## src/verilog/cosc_pkg.sv

```systemverilog
// Overview of operation
// - Base node number comes from input pins
// - Occupies up to 32 consecutive node numbers
// - Timing scales from configured system clock frequency
// - Bit rate 1M/500k/250k/125k, timing from frequency
// - SDO set: expedited, segmented or block
// - SDO identifiers derived from node number
// - Direct mode: internal dictionary, no initialisation
// - Sync window nonzero microseconds when enabled
// - Consume heartbeat of one producer, millisecond timeout
// - Produce own heartbeat at millisecond period
// - Switch bus after configured heartbeat event count
// - Stop switching after configured switch maximum
// - Four receive PDOs, exist and sync type
// - Four transmit PDOs, individually enabled
// - Synchronous transmit type accepts 1 to 240
// - Transmit PDO identifiers derived from node number
// - Asynchronous event timer counts 1 ms steps
// - Event and inhibit timers step per ms tick
// - Only unsigned 8/16/32 objects, no implicit arrays
// - Index 6xxxh read-write, 7xxxh read-only
// - Sample node inputs first eight cycles after reset
// - Node count code doubles, 000=1 to 101=32
package cosc_pkg;
  // Clock and time base
  localparam int SYS_FREQ_KHZ  = 100000;
  localparam int CLK_PERIOD_PS = 1000000000 / SYS_FREQ_KHZ;
  localparam int US_TIME_PS    = 1000000;
  localparam int MS_TIME_US    = 1000;
  localparam int US_CYCLES     = US_TIME_PS / CLK_PERIOD_PS;
  localparam int MS_CYCLES     = US_CYCLES * MS_TIME_US;
  localparam int NODE_SAMPLE_CYCLES = 8;
  localparam int INHIBIT_PER_MS     = 10;
  localparam int SYNC_TYPE_MAX      = 240;
  localparam int MAX_NODE_CODE      = 5;
  // Bit timing, time quanta per bit
  localparam int TQ_PER_BIT = 10;
  localparam logic [3:0] PHASE_ONE_TQ = 4'h4;
  localparam logic [3:0] PHASE_TWO_TQ = 4'h3;
  localparam logic [1:0] RESYNC_TQ    = 2'h1;
  // Predefined connection set
  localparam logic [10:0] COB_SDO_TX  = 11'h580;
  localparam logic [10:0] COB_SDO_RX  = 11'h600;
  localparam logic [10:0] COB_TPDO    = 11'h180;
  localparam logic [10:0] COB_PDO_STEP = 11'h100;
  // Register byte offsets
  localparam logic [7:0] REG_CTRL     = 8'h00;
  localparam logic [7:0] REG_STATUS   = 8'h04;
  localparam logic [7:0] REG_SYNC_WIN = 8'h08;
  localparam logic [7:0] REG_HB_CONS  = 8'h0c;
  localparam logic [7:0] REG_HB_PROD  = 8'h10;
  localparam logic [7:0] REG_BUS_MGR  = 8'h14;
  localparam logic [7:0] REG_PDO_EN   = 8'h18;
  localparam logic [7:0] REG_TPDO_CFG = 8'h20;
  localparam logic [7:0] REG_SDO_ID   = 8'h30;
  localparam logic [7:0] REG_BIT_TIME = 8'h34;
  localparam logic [7:0] REG_AO_CHECK = 8'h38;
  localparam logic [7:0] REG_TPDO_ID  = 8'h40;
  // Field positions and reset values
  localparam int CTRL_SDO_LSB  = 2;
  localparam int CTRL_DIRECT   = 4;
  localparam int CTRL_WIN_EN   = 5;
  localparam int AO_TYPE_LSB   = 16;
  localparam int AO_IMPLICIT   = 18;
  localparam logic [31:0] CTRL_RESET    = 32'h0000_0000;
  localparam logic [31:0] BUS_MGR_RESET = 32'h0000_0303;

  typedef enum logic [1:0] {SDO_EXP, SDO_SEG, SDO_BLK, SDO_RSVD} cosc_sdo_type;

  function automatic logic [7:0] baud_prescaler(input logic [1:0] rate);
    int kbps;
    kbps = 1000 >> rate;
    baud_prescaler = 8'(SYS_FREQ_KHZ / (kbps * TQ_PER_BIT) - 1);
  endfunction

  function automatic logic [10:0] cob_id(input logic [10:0] base, input logic [6:0] node);
    cob_id = base + {4'h0, node};
  endfunction
endpackage

```

## src/verilog/cosc_tick_if.sv

```systemverilog
`timescale 1ns/1ps
interface cosc_tick_if;
  logic us_tick;
  logic ms_tick;
  modport src (output us_tick, output ms_tick);
  modport dst (input us_tick, input ms_tick);
endinterface // cosc_tick_if

```

## src/verilog/cosc_tick.sv

```systemverilog
`timescale 1ns/1ps
module cosc_tick
  import cosc_pkg::*;
#(
  parameter int MS_COUNT = MS_CYCLES
) (
  // System
  input  wire logic   clock_i,
  input  wire logic   sys_rst_i,
  // Ticks
  cosc_tick_if.src    tick
);
  logic [31:0] us_cnt;
  logic [31:0] ms_cnt;

  always_ff @(posedge clock_i or posedge sys_rst_i) begin
    if (sys_rst_i) begin
      us_cnt       <= 32'h0;
      tick.us_tick <= 1'b0;
    end else begin
      tick.us_tick <= (us_cnt == 32'(US_CYCLES - 1));
      us_cnt       <= (us_cnt == 32'(US_CYCLES - 1)) ? 32'h0 : us_cnt + 32'h1;
    end
  end

  always_ff @(posedge clock_i or posedge sys_rst_i) begin
    if (sys_rst_i) begin
      ms_cnt       <= 32'h0;
      tick.ms_tick <= 1'b0;
    end else begin
      tick.ms_tick <= (ms_cnt == 32'(MS_COUNT - 1));
      ms_cnt       <= (ms_cnt == 32'(MS_COUNT - 1)) ? 32'h0 : ms_cnt + 32'h1;
    end
  end
endmodule // cosc_tick

```

## src/verilog/cosc_hb_guard.sv

```systemverilog
`timescale 1ns/1ps
module cosc_hb_guard (
  // System
  input  wire logic        clock_i,
  input  wire logic        sys_rst_i,
  input  wire logic        ms_tick_i,
  // Heartbeat reception
  input  wire logic        hb_rx_i,
  input  wire logic [6:0]  hb_rx_node_i,
  // Settings
  input  wire logic [6:0]  prod_node_i,
  input  wire logic [15:0] cons_ms_i,
  input  wire logic [7:0]  ttoggle_i,
  input  wire logic [7:0]  ntoggle_i,
  input  wire logic        default_bus_i,
  // State
  output logic             bus_sel_o,
  output logic             hb_lost_o,
  output logic [7:0]       switch_count_o
);
  logic [15:0] age;
  logic [7:0]  events;
  logic        timeout;

  assign timeout = ms_tick_i && cons_ms_i != 16'h0 && age + 16'h1 >= cons_ms_i;

  always_ff @(posedge clock_i or posedge sys_rst_i) begin
    if (sys_rst_i) begin
      age       <= 16'h0;
      hb_lost_o <= 1'b0;
    end else if (hb_rx_i && hb_rx_node_i == prod_node_i) begin
      age       <= 16'h0;
      hb_lost_o <= 1'b0;
    end else if (timeout) begin
      age       <= 16'h0;
      hb_lost_o <= 1'b1;
    end else if (ms_tick_i && cons_ms_i != 16'h0) begin
      age <= age + 16'h1;
    end
  end

  always_ff @(posedge clock_i or posedge sys_rst_i) begin
    if (sys_rst_i) begin
      events         <= 8'h0;
      switch_count_o <= 8'h0;
      bus_sel_o      <= 1'b0;
    end else if (timeout) begin
      if (events + 8'h1 >= ttoggle_i) begin
        events <= 8'h0;
        if (switch_count_o < ntoggle_i) begin
          bus_sel_o      <= ~bus_sel_o;
          switch_count_o <= switch_count_o + 8'h1;
        end
      end else begin
        events <= events + 8'h1;
      end
    end else if (switch_count_o == 8'h0) begin
      bus_sel_o <= default_bus_i;
    end
  end
endmodule // cosc_hb_guard

```

## src/verilog/cosc_top.sv

```systemverilog
`timescale 1ns/1ps
module cosc_top
  import cosc_pkg::*;
#(
  parameter int MS_COUNT = MS_CYCLES
) (
  // System
  input  wire logic        clock_i,
  input  wire logic        sys_rst_i,
  // Node identity straps
  input  wire logic [6:0]  base_node_number_i,
  input  wire logic [2:0]  node_count_code_i,
  // Wishbone slave
  input  wire logic        wb_cyc_i,
  input  wire logic        wb_stb_i,
  input  wire logic        wb_we_i,
  input  wire logic [7:0]  wb_adr_i,
  input  wire logic [3:0]  wb_sel_i,
  input  wire logic [31:0] wb_dat_i,
  output logic [31:0]      wb_dat_o,
  output logic             wb_ack_o,
  // Network events
  input  wire logic        sync_i,
  input  wire logic        hb_rx_i,
  input  wire logic [6:0]  hb_rx_node_i,
  input  wire logic [3:0]  tpdo_req_i,
  input  wire logic [3:0]  rpdo_rx_i,
  // Service outputs
  output logic             bus_sel_o,
  output logic             hb_tx_o,
  output logic [3:0]       tpdo_fire_o,
  output logic [3:0]       rpdo_apply_o,
  output logic             sync_window_o,
  output logic             sdo_seg_en_o,
  output logic             sdo_blk_en_o,
  output logic             od_init_skip_o
);
  cosc_tick_if tick ();

  logic [31:0] ctrl;
  logic [15:0] sync_win_us;
  logic [6:0]  prod_node;
  logic [15:0] cons_ms;
  logic [15:0] prod_ms;
  logic [31:0] bus_mgr;
  logic [11:0] pdo_en;
  logic [31:0] tpdo_cfg [4];
  logic [19:0] ao_req;
  logic [6:0]  base_node;
  logic [2:0]  count_code;
  logic [3:0]  sample_cnt;
  logic        hb_lost;
  logic [7:0]  switch_count;
  logic [15:0] win_cnt;
  logic [15:0] prod_cnt;
  logic [7:0]  sync_cnt [4];
  logic [15:0] evt_cnt [4];
  logic [4:0]  inh_cnt [4];
  logic [3:0]  pend;
  logic [3:0]  rpdo_pend;
  logic        wb_req;
  logic        wb_wr;
  logic [31:0] next_rdata;
  cosc_sdo_type sdo_set;

  // Bus handshake and decode
  assign wb_req = wb_cyc_i && wb_stb_i && !wb_ack_o;
  assign wb_wr  = wb_req && wb_we_i;

  function automatic logic [31:0] merge(input logic [31:0] old, input logic [31:0] val,
                                        input logic [3:0] sel);
    for (int b = 0; b < 4; b++) begin
      merge[b*8 +: 8] = sel[b] ? val[b*8 +: 8] : old[b*8 +: 8];
    end
  endfunction

  function automatic logic [5:0] node_total(input logic [2:0] code);
    if (code > 3'(MAX_NODE_CODE)) begin
      node_total = 6'h20;
    end else begin
      node_total = 6'(6'h1 << code);
    end
  endfunction

  function automatic logic is_sync_type(input logic [7:0] t);
    is_sync_type = t >= 8'h1 && t <= 8'(SYNC_TYPE_MAX);
  endfunction

  // Node straps caught after reset release
  always_ff @(posedge clock_i or posedge sys_rst_i) begin
    if (sys_rst_i) begin
      sample_cnt <= 4'h0;
      base_node  <= 7'h0;
      count_code <= 3'h0;
    end else if (sample_cnt < 4'(NODE_SAMPLE_CYCLES)) begin
      sample_cnt <= sample_cnt + 4'h1;
      base_node  <= base_node_number_i;
      count_code <= node_count_code_i;
    end
  end

  // Register writes
  always_ff @(posedge clock_i or posedge sys_rst_i) begin
    if (sys_rst_i) begin
      ctrl        <= CTRL_RESET;
      sync_win_us <= 16'h0;
      prod_node   <= 7'h0;
      cons_ms     <= 16'h0;
      prod_ms     <= 16'h0;
      bus_mgr     <= BUS_MGR_RESET;
      pdo_en      <= 12'h0;
      ao_req      <= 20'h0;
      for (int i = 0; i < 4; i++) begin
        tpdo_cfg[i] <= 32'h0;
      end
    end else if (wb_wr) begin
      case (wb_adr_i)
        REG_CTRL:     ctrl <= merge(ctrl, wb_dat_i, wb_sel_i);
        REG_SYNC_WIN: sync_win_us <= 16'(merge({16'h0, sync_win_us}, wb_dat_i, wb_sel_i));
        REG_HB_CONS: begin
          if (wb_sel_i[0]) begin
            prod_node <= wb_dat_i[6:0];
          end
          cons_ms <= 16'(merge({cons_ms, 16'h0}, wb_dat_i, wb_sel_i) >> 16);
        end
        REG_HB_PROD:  prod_ms <= 16'(merge({16'h0, prod_ms}, wb_dat_i, wb_sel_i));
        REG_BUS_MGR:  bus_mgr <= merge(bus_mgr, wb_dat_i, wb_sel_i);
        REG_PDO_EN:   pdo_en <= 12'(merge({20'h0, pdo_en}, wb_dat_i, wb_sel_i));
        REG_AO_CHECK: ao_req <= 20'(merge({12'h0, ao_req}, wb_dat_i, wb_sel_i));
        default: begin
          for (int i = 0; i < 4; i++) begin
            if (wb_adr_i == REG_TPDO_CFG + 8'(4 * i)) begin
              tpdo_cfg[i] <= merge(tpdo_cfg[i], wb_dat_i, wb_sel_i);
            end
          end
        end
      endcase
    end
  end

  // Service set selection
  always_comb begin
    sdo_set = cosc_sdo_type'(ctrl[CTRL_SDO_LSB +: 2]);
    if (ctrl[CTRL_DIRECT] || sdo_set == SDO_RSVD) begin
      sdo_set = SDO_EXP;
    end
  end

  always_ff @(posedge clock_i or posedge sys_rst_i) begin
    if (sys_rst_i) begin
      sdo_seg_en_o   <= 1'b0;
      sdo_blk_en_o   <= 1'b0;
      od_init_skip_o <= 1'b0;
    end else begin
      sdo_seg_en_o   <= (sdo_set == SDO_SEG);
      sdo_blk_en_o   <= (sdo_set == SDO_BLK);
      od_init_skip_o <= ctrl[CTRL_DIRECT];
    end
  end

  // Read data
  always_comb begin
    next_rdata = 32'h0;
    case (wb_adr_i)
      REG_CTRL:     next_rdata = ctrl;
      REG_STATUS:   next_rdata = {7'h0, sample_cnt >= 4'(NODE_SAMPLE_CYCLES), switch_count,
                                  hb_lost, bus_sel_o, node_total(count_code), 1'b0, base_node};
      REG_SYNC_WIN: next_rdata = {16'h0, sync_win_us};
      REG_HB_CONS:  next_rdata = {cons_ms, 9'h0, prod_node};
      REG_HB_PROD:  next_rdata = {16'h0, prod_ms};
      REG_BUS_MGR:  next_rdata = bus_mgr;
      REG_PDO_EN:   next_rdata = {20'h0, pdo_en};
      REG_SDO_ID:   next_rdata = {5'h0, cob_id(COB_SDO_TX, base_node),
                                  5'h0, cob_id(COB_SDO_RX, base_node)};
      REG_BIT_TIME: next_rdata = {14'h0, RESYNC_TQ, PHASE_TWO_TQ, PHASE_ONE_TQ,
                                  baud_prescaler(ctrl[1:0])};
      REG_AO_CHECK: begin
        next_rdata[19:0] = ao_req;
        next_rdata[20]   = ao_req[AO_TYPE_LSB +: 2] != 2'h3 && !ao_req[AO_IMPLICIT];
        next_rdata[21]   = ao_req[15:12] == 4'h6;
        next_rdata[22]   = ao_req[15:12] == 4'h7;
      end
      default: begin
        for (int i = 0; i < 4; i++) begin
          if (wb_adr_i == REG_TPDO_CFG + 8'(4 * i)) begin
            next_rdata = tpdo_cfg[i];
          end
          if (wb_adr_i == REG_TPDO_ID + 8'(4 * i)) begin
            next_rdata = {21'h0, cob_id(COB_TPDO + 11'(i) * COB_PDO_STEP, base_node)};
          end
        end
      end
    endcase
  end

  always_ff @(posedge clock_i or posedge sys_rst_i) begin
    if (sys_rst_i) begin
      wb_ack_o <= 1'b0;
      wb_dat_o <= 32'h0;
    end else begin
      wb_ack_o <= wb_req;
      if (wb_req && !wb_we_i) begin
        wb_dat_o <= next_rdata;
      end
    end
  end

  // Time base
  cosc_tick #(
    .MS_COUNT (MS_COUNT)
  ) u_tick (
    .clock_i   (clock_i),
    .sys_rst_i (sys_rst_i),
    .tick      (tick.src)
  );

  // Heartbeat consumer and bus redundancy
  cosc_hb_guard u_guard (
    .clock_i        (clock_i),
    .sys_rst_i      (sys_rst_i),
    .ms_tick_i      (tick.ms_tick),
    .hb_rx_i        (hb_rx_i),
    .hb_rx_node_i   (hb_rx_node_i),
    .prod_node_i    (prod_node),
    .cons_ms_i      (cons_ms),
    .ttoggle_i      (bus_mgr[7:0]),
    .ntoggle_i      (bus_mgr[15:8]),
    .default_bus_i  (bus_mgr[16]),
    .bus_sel_o      (bus_sel_o),
    .hb_lost_o      (hb_lost),
    .switch_count_o (switch_count)
  );

  // Heartbeat producer
  always_ff @(posedge clock_i or posedge sys_rst_i) begin
    if (sys_rst_i) begin
      prod_cnt <= 16'h0;
      hb_tx_o  <= 1'b0;
    end else begin
      hb_tx_o <= 1'b0;
      if (prod_ms == 16'h0) begin
        prod_cnt <= 16'h0;
      end else if (tick.ms_tick) begin
        if (prod_cnt + 16'h1 >= prod_ms) begin
          prod_cnt <= 16'h0;
          hb_tx_o  <= 1'b1;
        end else begin
          prod_cnt <= prod_cnt + 16'h1;
        end
      end
    end
  end

  // Synchronous window
  always_ff @(posedge clock_i or posedge sys_rst_i) begin
    if (sys_rst_i) begin
      win_cnt       <= 16'h0;
      sync_window_o <= 1'b0;
    end else begin
      if (!ctrl[CTRL_WIN_EN]) begin
        win_cnt <= 16'h0;
      end else if (sync_i) begin
        win_cnt <= sync_win_us;
      end else if (tick.us_tick && win_cnt != 16'h0) begin
        win_cnt <= win_cnt - 16'h1;
      end
      sync_window_o <= ctrl[CTRL_WIN_EN] && (sync_i ? sync_win_us != 16'h0 : win_cnt != 16'h0);
    end
  end

  // Receive PDOs
  always_ff @(posedge clock_i or posedge sys_rst_i) begin
    if (sys_rst_i) begin
      rpdo_pend    <= 4'h0;
      rpdo_apply_o <= 4'h0;
    end else begin
      for (int i = 0; i < 4; i++) begin
        rpdo_apply_o[i] <= pdo_en[4 + i] && ((!pdo_en[8 + i] && rpdo_rx_i[i]) ||
                                             (pdo_en[8 + i] && sync_i && rpdo_pend[i]));
        if (!pdo_en[4 + i]) begin
          rpdo_pend[i] <= 1'b0;
        end else if (pdo_en[8 + i] && rpdo_rx_i[i]) begin
          rpdo_pend[i] <= 1'b1;
        end else if (sync_i) begin
          rpdo_pend[i] <= 1'b0;
        end
      end
    end
  end

  // Transmit PDOs
  always_ff @(posedge clock_i or posedge sys_rst_i) begin
    if (sys_rst_i) begin
      pend        <= 4'h0;
      tpdo_fire_o <= 4'h0;
      for (int i = 0; i < 4; i++) begin
        sync_cnt[i] <= 8'h0;
        evt_cnt[i]  <= 16'h0;
        inh_cnt[i]  <= 5'h0;
      end
    end else begin
      for (int i = 0; i < 4; i++) begin
        tpdo_fire_o[i] <= 1'b0;
        if (!pdo_en[i] || tpdo_cfg[i][7:0] == 8'h0) begin
          sync_cnt[i] <= 8'h0;
          evt_cnt[i]  <= 16'h0;
          inh_cnt[i]  <= 5'h0;
          pend[i]     <= 1'b0;
        end else if (is_sync_type(tpdo_cfg[i][7:0])) begin
          if (sync_i && sync_cnt[i] + 8'h1 >= tpdo_cfg[i][7:0]) begin
            sync_cnt[i]    <= 8'h0;
            tpdo_fire_o[i] <= 1'b1;
          end else if (sync_i) begin
            sync_cnt[i] <= sync_cnt[i] + 8'h1;
          end
        end else begin
          if (tick.ms_tick && inh_cnt[i] != 5'h0) begin
            inh_cnt[i] <= inh_cnt[i] - 5'h1;
          end
          if (tick.ms_tick && tpdo_cfg[i][31:16] != 16'h0) begin
            evt_cnt[i] <= evt_cnt[i] + 16'h1;
          end
          if (pend[i] && inh_cnt[i] == 5'h0) begin
            tpdo_fire_o[i] <= 1'b1;
            pend[i]        <= 1'b0;
            evt_cnt[i]     <= 16'h0;
            inh_cnt[i]     <= 5'(tpdo_cfg[i][15:8] / 8'(INHIBIT_PER_MS));
          end
          if (tpdo_req_i[i] || (tick.ms_tick && tpdo_cfg[i][31:16] != 16'h0 &&
                                evt_cnt[i] + 16'h1 >= tpdo_cfg[i][31:16])) begin
            pend[i] <= 1'b1;
          end
        end
      end
    end
  end
endmodule // cosc_top

```

## config.mk

```make
export PLATFORM = sky130hd
export DESIGN_NAME = cosc_top
export DESIGN_NICKNAME = d
export VERILOG_FILES = /design/src/verilog/cosc_pkg.sv /design/src/verilog/cosc_tick_if.sv /design/src/verilog/cosc_tick.sv /design/src/verilog/cosc_hb_guard.sv /design/src/verilog/cosc_top.sv
export SDC_FILE = /design/constraint.sdc
export NUM_CORES = 2
export LEC_CHECK = 0
export ABC_CLOCK_PERIOD_IN_PS = 37500
export BUFFER_PORTS_ARGS = -buffer_cell sky130_fd_sc_hd__buf_2
export CAP_MARGIN = 20
export CORE_MARGIN = 2
export CORE_UTILIZATION = 55
export DETAILED_ROUTE_END_ITERATION = 16
export PLACE_DENSITY = 0.74
export SYNTH_ARGS = -nofsm -noshare
export SYNTH_HDL_FRONTEND = slang
export SYNTH_SLANG_ARGS = --single-unit
```

## constraint.sdc

```tcl
create_clock -name clock_i -period 37.5 [get_ports clock_i]
set_input_delay 3.75 -clock clock_i [delete_from_list [all_inputs] [get_ports clock_i]]
set_output_delay 3.75 -clock clock_i [all_outputs]
set_load 0.01 [all_outputs]
```

# Word level (Yosys, flattened, before mapping)
# Index checks and enable logic that the tools add are counted.
# totals
ff_bits	595
input_bits	76
out_inout_bits	47
elab_cells	479
# op_classes
add_sub_neg	27
n_mul	1
n_div	5
order_cmp	23
eq_ne	37
shift	2
mux	123
n_bitwise	2
reduce_logical	180
# op_table
operator	n
two-way mux 16 bit	25
two-way mux 32 bit	10
one-hot mux 23 bit (10 select lines)	1
two-way mux 8 bit	17
nonzero test 16 bit	7
adder 16 x 1 -> 16 bit (second input constant)	6
greater-or-equal comparator 16 bit	6
two-way mux 5 bit	16
AND reduction 3 bit	22
adder 32 x 1 -> 32 bit (second input constant)	2
AND reduction 4 bit	16
equality test 8 x 6 -> 1 bit (second input constant)	7
logical AND 1 bit	54
one-hot mux 9 bit (6 select lines)	1
two-way mux 1 bit	51
nonzero test 3 bit	17
adder 8 x 1 -> 8 bit (second input constant)	6
logical NOT 8 bit	6
greater-or-equal comparator 8 bit	5
divider 18 x 32 -> 32 bit (first input constant)	1
divider 8 x 4 -> 8 bit (second input constant)	4
equality test 32 x 17 -> 1 bit (second input constant)	1
equality test 32 x 7 -> 1 bit (second input constant)	1
equality test 8 x 7 -> 1 bit (second input constant)	4
38 further kinds	114

# Logic depth before layout (Yosys ltp)
# logic_depth
depth_word	10
ltp_mapped	195
depth_no_buf	165

# By module
# A second synthesis with hierarchy kept.
# hier_totals
hier_cells	5149
area_unflattened_um2	45528.7
# modules_own_cells
mod	n_inst	cells_per_inst	area_each_um2	seq_area_each_um2
cosc_top	1	4545	39583.0	12391.9
cosc_tick	1	287	3151.8	1651.6
cosc_hb_guard	1	317	2793.9	850.8

# Least setup slack after synthesis
# OpenSTA, ideal clock, no wires.
# synth_timing
path_type	flip-flop to flip-flop
startpoint	reg ctrl[0]
endpoint	reg wb_dat_o[7]
setup_time_ps	103
arrival_ps	36062
setup_slack_ps	1334
stages_incl_launch_ff	180
path_buffers	28
period_less_slack_ps	36166
path_cell_list	dfrtp_1 ha_1 clkbuf_1 inv_1 clkbuf_1 buf_1 buf_1 clkbuf_1 ha_1 clkbuf_1 and3b_1 clkbuf_1 nor2_1 nor2_1 o32a_1 nor2_1 ha_1 a22oi_1 [... 144 more ...] a211o_1 ha_1 nand3_1 o311ai_0 a221oi_1 o32ai_1 nor4_1 nand2b_1 nand4_1 nor4_4 nand2_1 nor3_1 o21bai_1 or4_1 a211oi_1 a31oi_1 o21a_1 o41ai_2
# synth_between
elab_chain_len	5
# synth_rtl
item	line	text
start, declared	cosc_top.sv:40	logic [31:0] ctrl;
start signal, assigned	cosc_top.sv:118	REG_CTRL: ctrl <= merge(ctrl, wb_dat_i, wb_sel_i);
>> shifter 10 x 2 -> 32 bit	cosc_pkg.sv:72	kbps = 1000 >> rate;
multiplier 32 x 4 -> 31 bit	cosc_pkg.sv:73	baud_prescaler = 8'(SYS_FREQ_KHZ / (kbps * TQ_PER_BIT) - 1);
divider 18 x 32 -> 32 bit	cosc_pkg.sv:73	
subtractor 8 x 2 -> 8 bit	cosc_pkg.sv:73	
one-hot mux 23 bit (10 select lines)	cosc_top.sv:164	case (wb_adr_i)
end signal, assigned	cosc_top.sv:203	wb_dat_o <= next_rdata;
end, declared	cosc_top.sv:20	output logic [31:0] wb_dat_o,
# Every way passes these cells.
# A chain may end at the register's enable or synchronous reset.

# Worst setup path after layout
# layout_timing
startpoint	reg ctrl[1]
endpoint	reg wb_dat_o[7]
# The elaborated chain is that of the path after synthesis.

==> results.sh <==
export IMPL_nets=5529
export IMPL_ys_seq_area_frac=0.333
export IMPL_whs_endpoint="u_tick.ms_cnt[31]"
export IMPL_report_final_slew_viol_count=0
export IMPL_worstMarginPinSlew_ps=1190
export IMPL_met3_length_mm=17.2
export IMPL_synthesis_nets=5466
export IMPL_wl_met2_mm=70.5
export IMPL_fill_cells=6937
export IMPL_place_worst_setup_slack_ps=1010
export IMPL_holdCritPathClass="register to register"
export IMPL_async_reset_ff_frac=1.00
export IMPL_root_buffer="clkbuf_16"
export IMPL_slew_headroom=0.208
export IMPL_drt_iter0_drc=5839
export IMPL_grt_first_pass_wirelength_mm=246
export IMPL_synth_cell_types=130
export IMPL_fin_crit_sh=0.943
export IMPL_p_int_mw=1.09
export IMPL_rows=104
export IMPL_pwr_share_comb=0.057
export IMPL_setup_ws_ps=2150
export IMPL_rrSetupSlack_ps=2150
export IMPL_fin_tns_setup_ps=0
export IMPL_cts_buffer_depth=3
export IMPL_dp_hpwl_mm=116
export IMPL_total_power_mw=1.43
export IMPL_fin_util=0.611
export IMPL_finalHoldViolCount=0
export IMPL_cp_data_arrival_time_ps=35890
export IMPL_critical_path_class="register to register"
export IMPL_yosysWarnings=0
export IMPL_drive_above_1_share=0.154
export IMPL_worstHoldStart="u_tick.ms_cnt[31]"
export IMPL_switchingPower_uw=340
export IMPL_port_buffers=122
export IMPL_grt_overflow=0
export IMPL_wl_per_cell_um=25.4
export IMPL_antenna_found_initial=9
export IMPL_holdPathStages=1
export IMPL_powerDensity_nw_per_um2=29.0
export IMPL_clock_latency_ps=650
export IMPL_ys_seq_elements=595
export IMPL_dr_pass1_iters=7
export IMPL_ctsHoldBuffers=0
export IMPL_worst_clock_skew_ps=34.3
export IMPL_drt_met1_wl_mm=62.7
export IMPL_slowest_stage="or4b_1"
export IMPL_peakVddDrop_mv=0.0565
export IMPL_via_per_inst=6.78
export IMPL_dieArea_um2=83600
export IMPL_cts_sinks=595
export IMPL_grt_pass1_vias=41077
export IMPL_synth_edf_count=0
export IMPL_core_um2=80500
export IMPL_area_growth_pct=10.0
export IMPL_cts_buffers=61
export IMPL_fmax_mhz=28.3
export IMPL_syn_area_um2=44700
export IMPL_cp_max_fo=82
export IMPL_switching_share=0.238
export IMPL_cts_tree="built"
export IMPL_reg2reg_depth=151
export IMPL_netlist_instances=5163
export IMPL_avgSynthCellArea_um2=8.66
export IMPL_start_kind="register"
export IMPL_ant_nets=0
export IMPL_die_w_um=289
export IMPL_clockPowerShare=0.479
export IMPL_maxUsedRoutingLayer="met5"
export IMPL_wl_mm=161
export IMPL_crit_top_cell="ha_1"
export IMPL_p_seq_frac=0.464
export IMPL_worstPathRequired_ps=38040
export IMPL_htreeDepth=2
export IMPL_grt_usage=0.378
export IMPL_die_y_um=289
export IMPL_start_util=0.555
export IMPL_setup_violations=0
export IMPL_end_kind="register"
export IMPL_worstReg2RegEnd="wb_dat_o[7]"
export IMPL_grt_max_degree=167
export IMPL_synthFlopType="dfrtp_1"
export IMPL_r2r_start="ctrl[1]"
export IMPL_status="complete, no violations"
export IMPL_boundaryPins=123
export IMPL_path_clk_slew_ps=60
export IMPL_route_detailed_drc=0
export IMPL_dr_total_vias=43034
export IMPL_fin_crit_ps=35350
export IMPL_final_cell_mix="591 x dfrtp_1, 529 x nand2_1, 426 x nor2_1"
export IMPL_final_common_cell="dfrtp_1"
export IMPL_cap_violations=0
export IMPL_slowest_delay_ps=560
export IMPL_finalWeightedCongestion=1.02
export IMPL_p_leak_nw=22.0
-- critical path, delay by kind of cell, from the launching register on --
kind,cells,cell delay [ps]
compound gates,62,14110
xor+xnor,1,180
fa+ha+maj,20,5800
buf+inv,7,1500
flops,1,500
mux,9,2180
simple gates,52,10950
-- cells by family after synthesis --
kind of cell               after synthesis  share of synthesized area
and+or+nand+nor                       1848                      0.205
AOI/OAI and AO/OA                     1354                      0.206
DFF                                    595                      0.333
buffers and inverters                  475                     0.0415
muxes                                  394                     0.0974
xor gates and xnor gates               264                     0.0517
adders and majority gates              233                     0.0649
-- synthesized netlist by cell type, drive strengths merged (13+ instances only) --
master | count | area share
a2111oi | 16 | 0.0036
a211o | 24 | 0.0047
a211oi | 63 | 0.011
a21boi | 16 | 0.0027
a21o | 42 | 0.0071
a21oi | 281 | 0.031
a221oi | 46 | 0.0091
a222oi | 28 | 0.0063
a22o | 34 | 0.0067
a22oi | 69 | 0.012
a31oi | 67 | 0.0095
a32o | 26 | 0.0058
and2 | 49 | 0.0069
and3 | 82 | 0.012
and4 | 13 | 0.0025
buf | 60 | 0.0067
clkbuf | 199 | 0.017
dfrtp | 591 | 0.33
ha | 227 | 0.064
inv | 211 | 0.018
mux2 | 323 | 0.082
mux2i | 71 | 0.016
nand2 | 533 | 0.045
nand2b | 102 | 0.014
nand3 | 187 | 0.021
nand4 | 84 | 0.013
nor2 | 439 | 0.037
nor2b | 62 | 0.0087
nor3 | 92 | 0.011
nor3b | 14 | 0.0025
nor4 | 70 | 0.011
o2111ai | 16 | 0.0031
o211ai | 52 | 0.0088
o21a | 24 | 0.0041
o21ai | 337 | 0.038
o22ai | 18 | 0.0025
o31ai | 32 | 0.0058
or2 | 25 | 0.0035
or3 | 35 | 0.0050
xnor2 | 169 | 0.033
xor2 | 95 | 0.019
-- through the flow --
stage | cell area, µm² | hold WS, ps | instances
floorplan | 44700 | 411 | 5163
global placement | 46600 | 454 | 6204
detailed placement | 46600 | 466 | 6204
CTS | 48900 | 483 | 6318
global route | 49200 | 501 | 6338
finish | 49200 | 479 | 6344
-- power by group through the flow --
| stage | clock network, mW | registers [mW] | logic, mW |
|---|---|---|---|
| floorplan | 0 | 0.671 | 0.0425 |
| global placement | 0 | 0.674 | 0.0778 |
| detailed placement | 0 | 0.674 | 0.0789 |
| CTS | 0.688 | 0.662 | 0.0793 |
| global route | 0.713 | 0.663 | 0.0879 |
| finish | 0.684 | 0.663 | 0.0807 |
-- state kept, by name (all words and copies together), names as in the netlist, 7 cells and up --
register	count
ao_req	20
pdo_en	12
prod_cnt	16
sync_win_us	16
base_node	7
cons_ms	16
ctrl	32
tpdo_cfg	128
evt_cnt	64
u_guard.switch_count_o	8
prod_node	7
bus_mgr	32
inh_cnt	20
u_tick.us_cnt	32
u_guard.age	16
sync_cnt	32
wb_dat_o	32
u_tick.ms_cnt	32
u_guard.events	8
prod_ms	16
win_cnt	16
-- cell type report --
cell class | count | area, µm² | share of cell area
Inverter | 216 | 822 | 0.0167
Antenna cell | 7 | 17.5 | 0.000356
Multi-Input combinational cell | 4093 | 28200 | 0.573
Clock buffer | 85 | 1770 | 0.0359
Clock inverter | 29 | 499 | 0.0101
Timing Repair Buffer | 259 | 1680 | 0.0342
Sequential cell | 595 | 14900 | 0.303
Tap cell | 1060 | 1330 | 0.0270
-- timing repair --
action	in CTS	in global routing
setup buffers	0	15
resized for setup	0	36
setup endpoints to repair	0	2
-- worst max path at each step --
stage | start | endpoint | depth (start not counted)
detailed placement | ctrl[0] | wb_dat_o[7] | 152
CTS | ctrl[0] | wb_dat_o[7] | 152
global placement | ctrl[1] | wb_dat_o[7] | 153
global route | ctrl[0] | wb_dat_o[7] | 161
finish | ctrl[1] | wb_dat_o[7] | 151
floorplan | ctrl[0] | wb_dat_o[7] | 179
-- layer usage --
layer | GRT usage | vias up
li1 | - | 19133
met1 | 0.497 | 20753
met2 | 0.582 | 2478
met3 | 0.0843 | 664
met4 | 0.207 | 6
met5 | 0 | -
(Power assumes the default switching activity.)
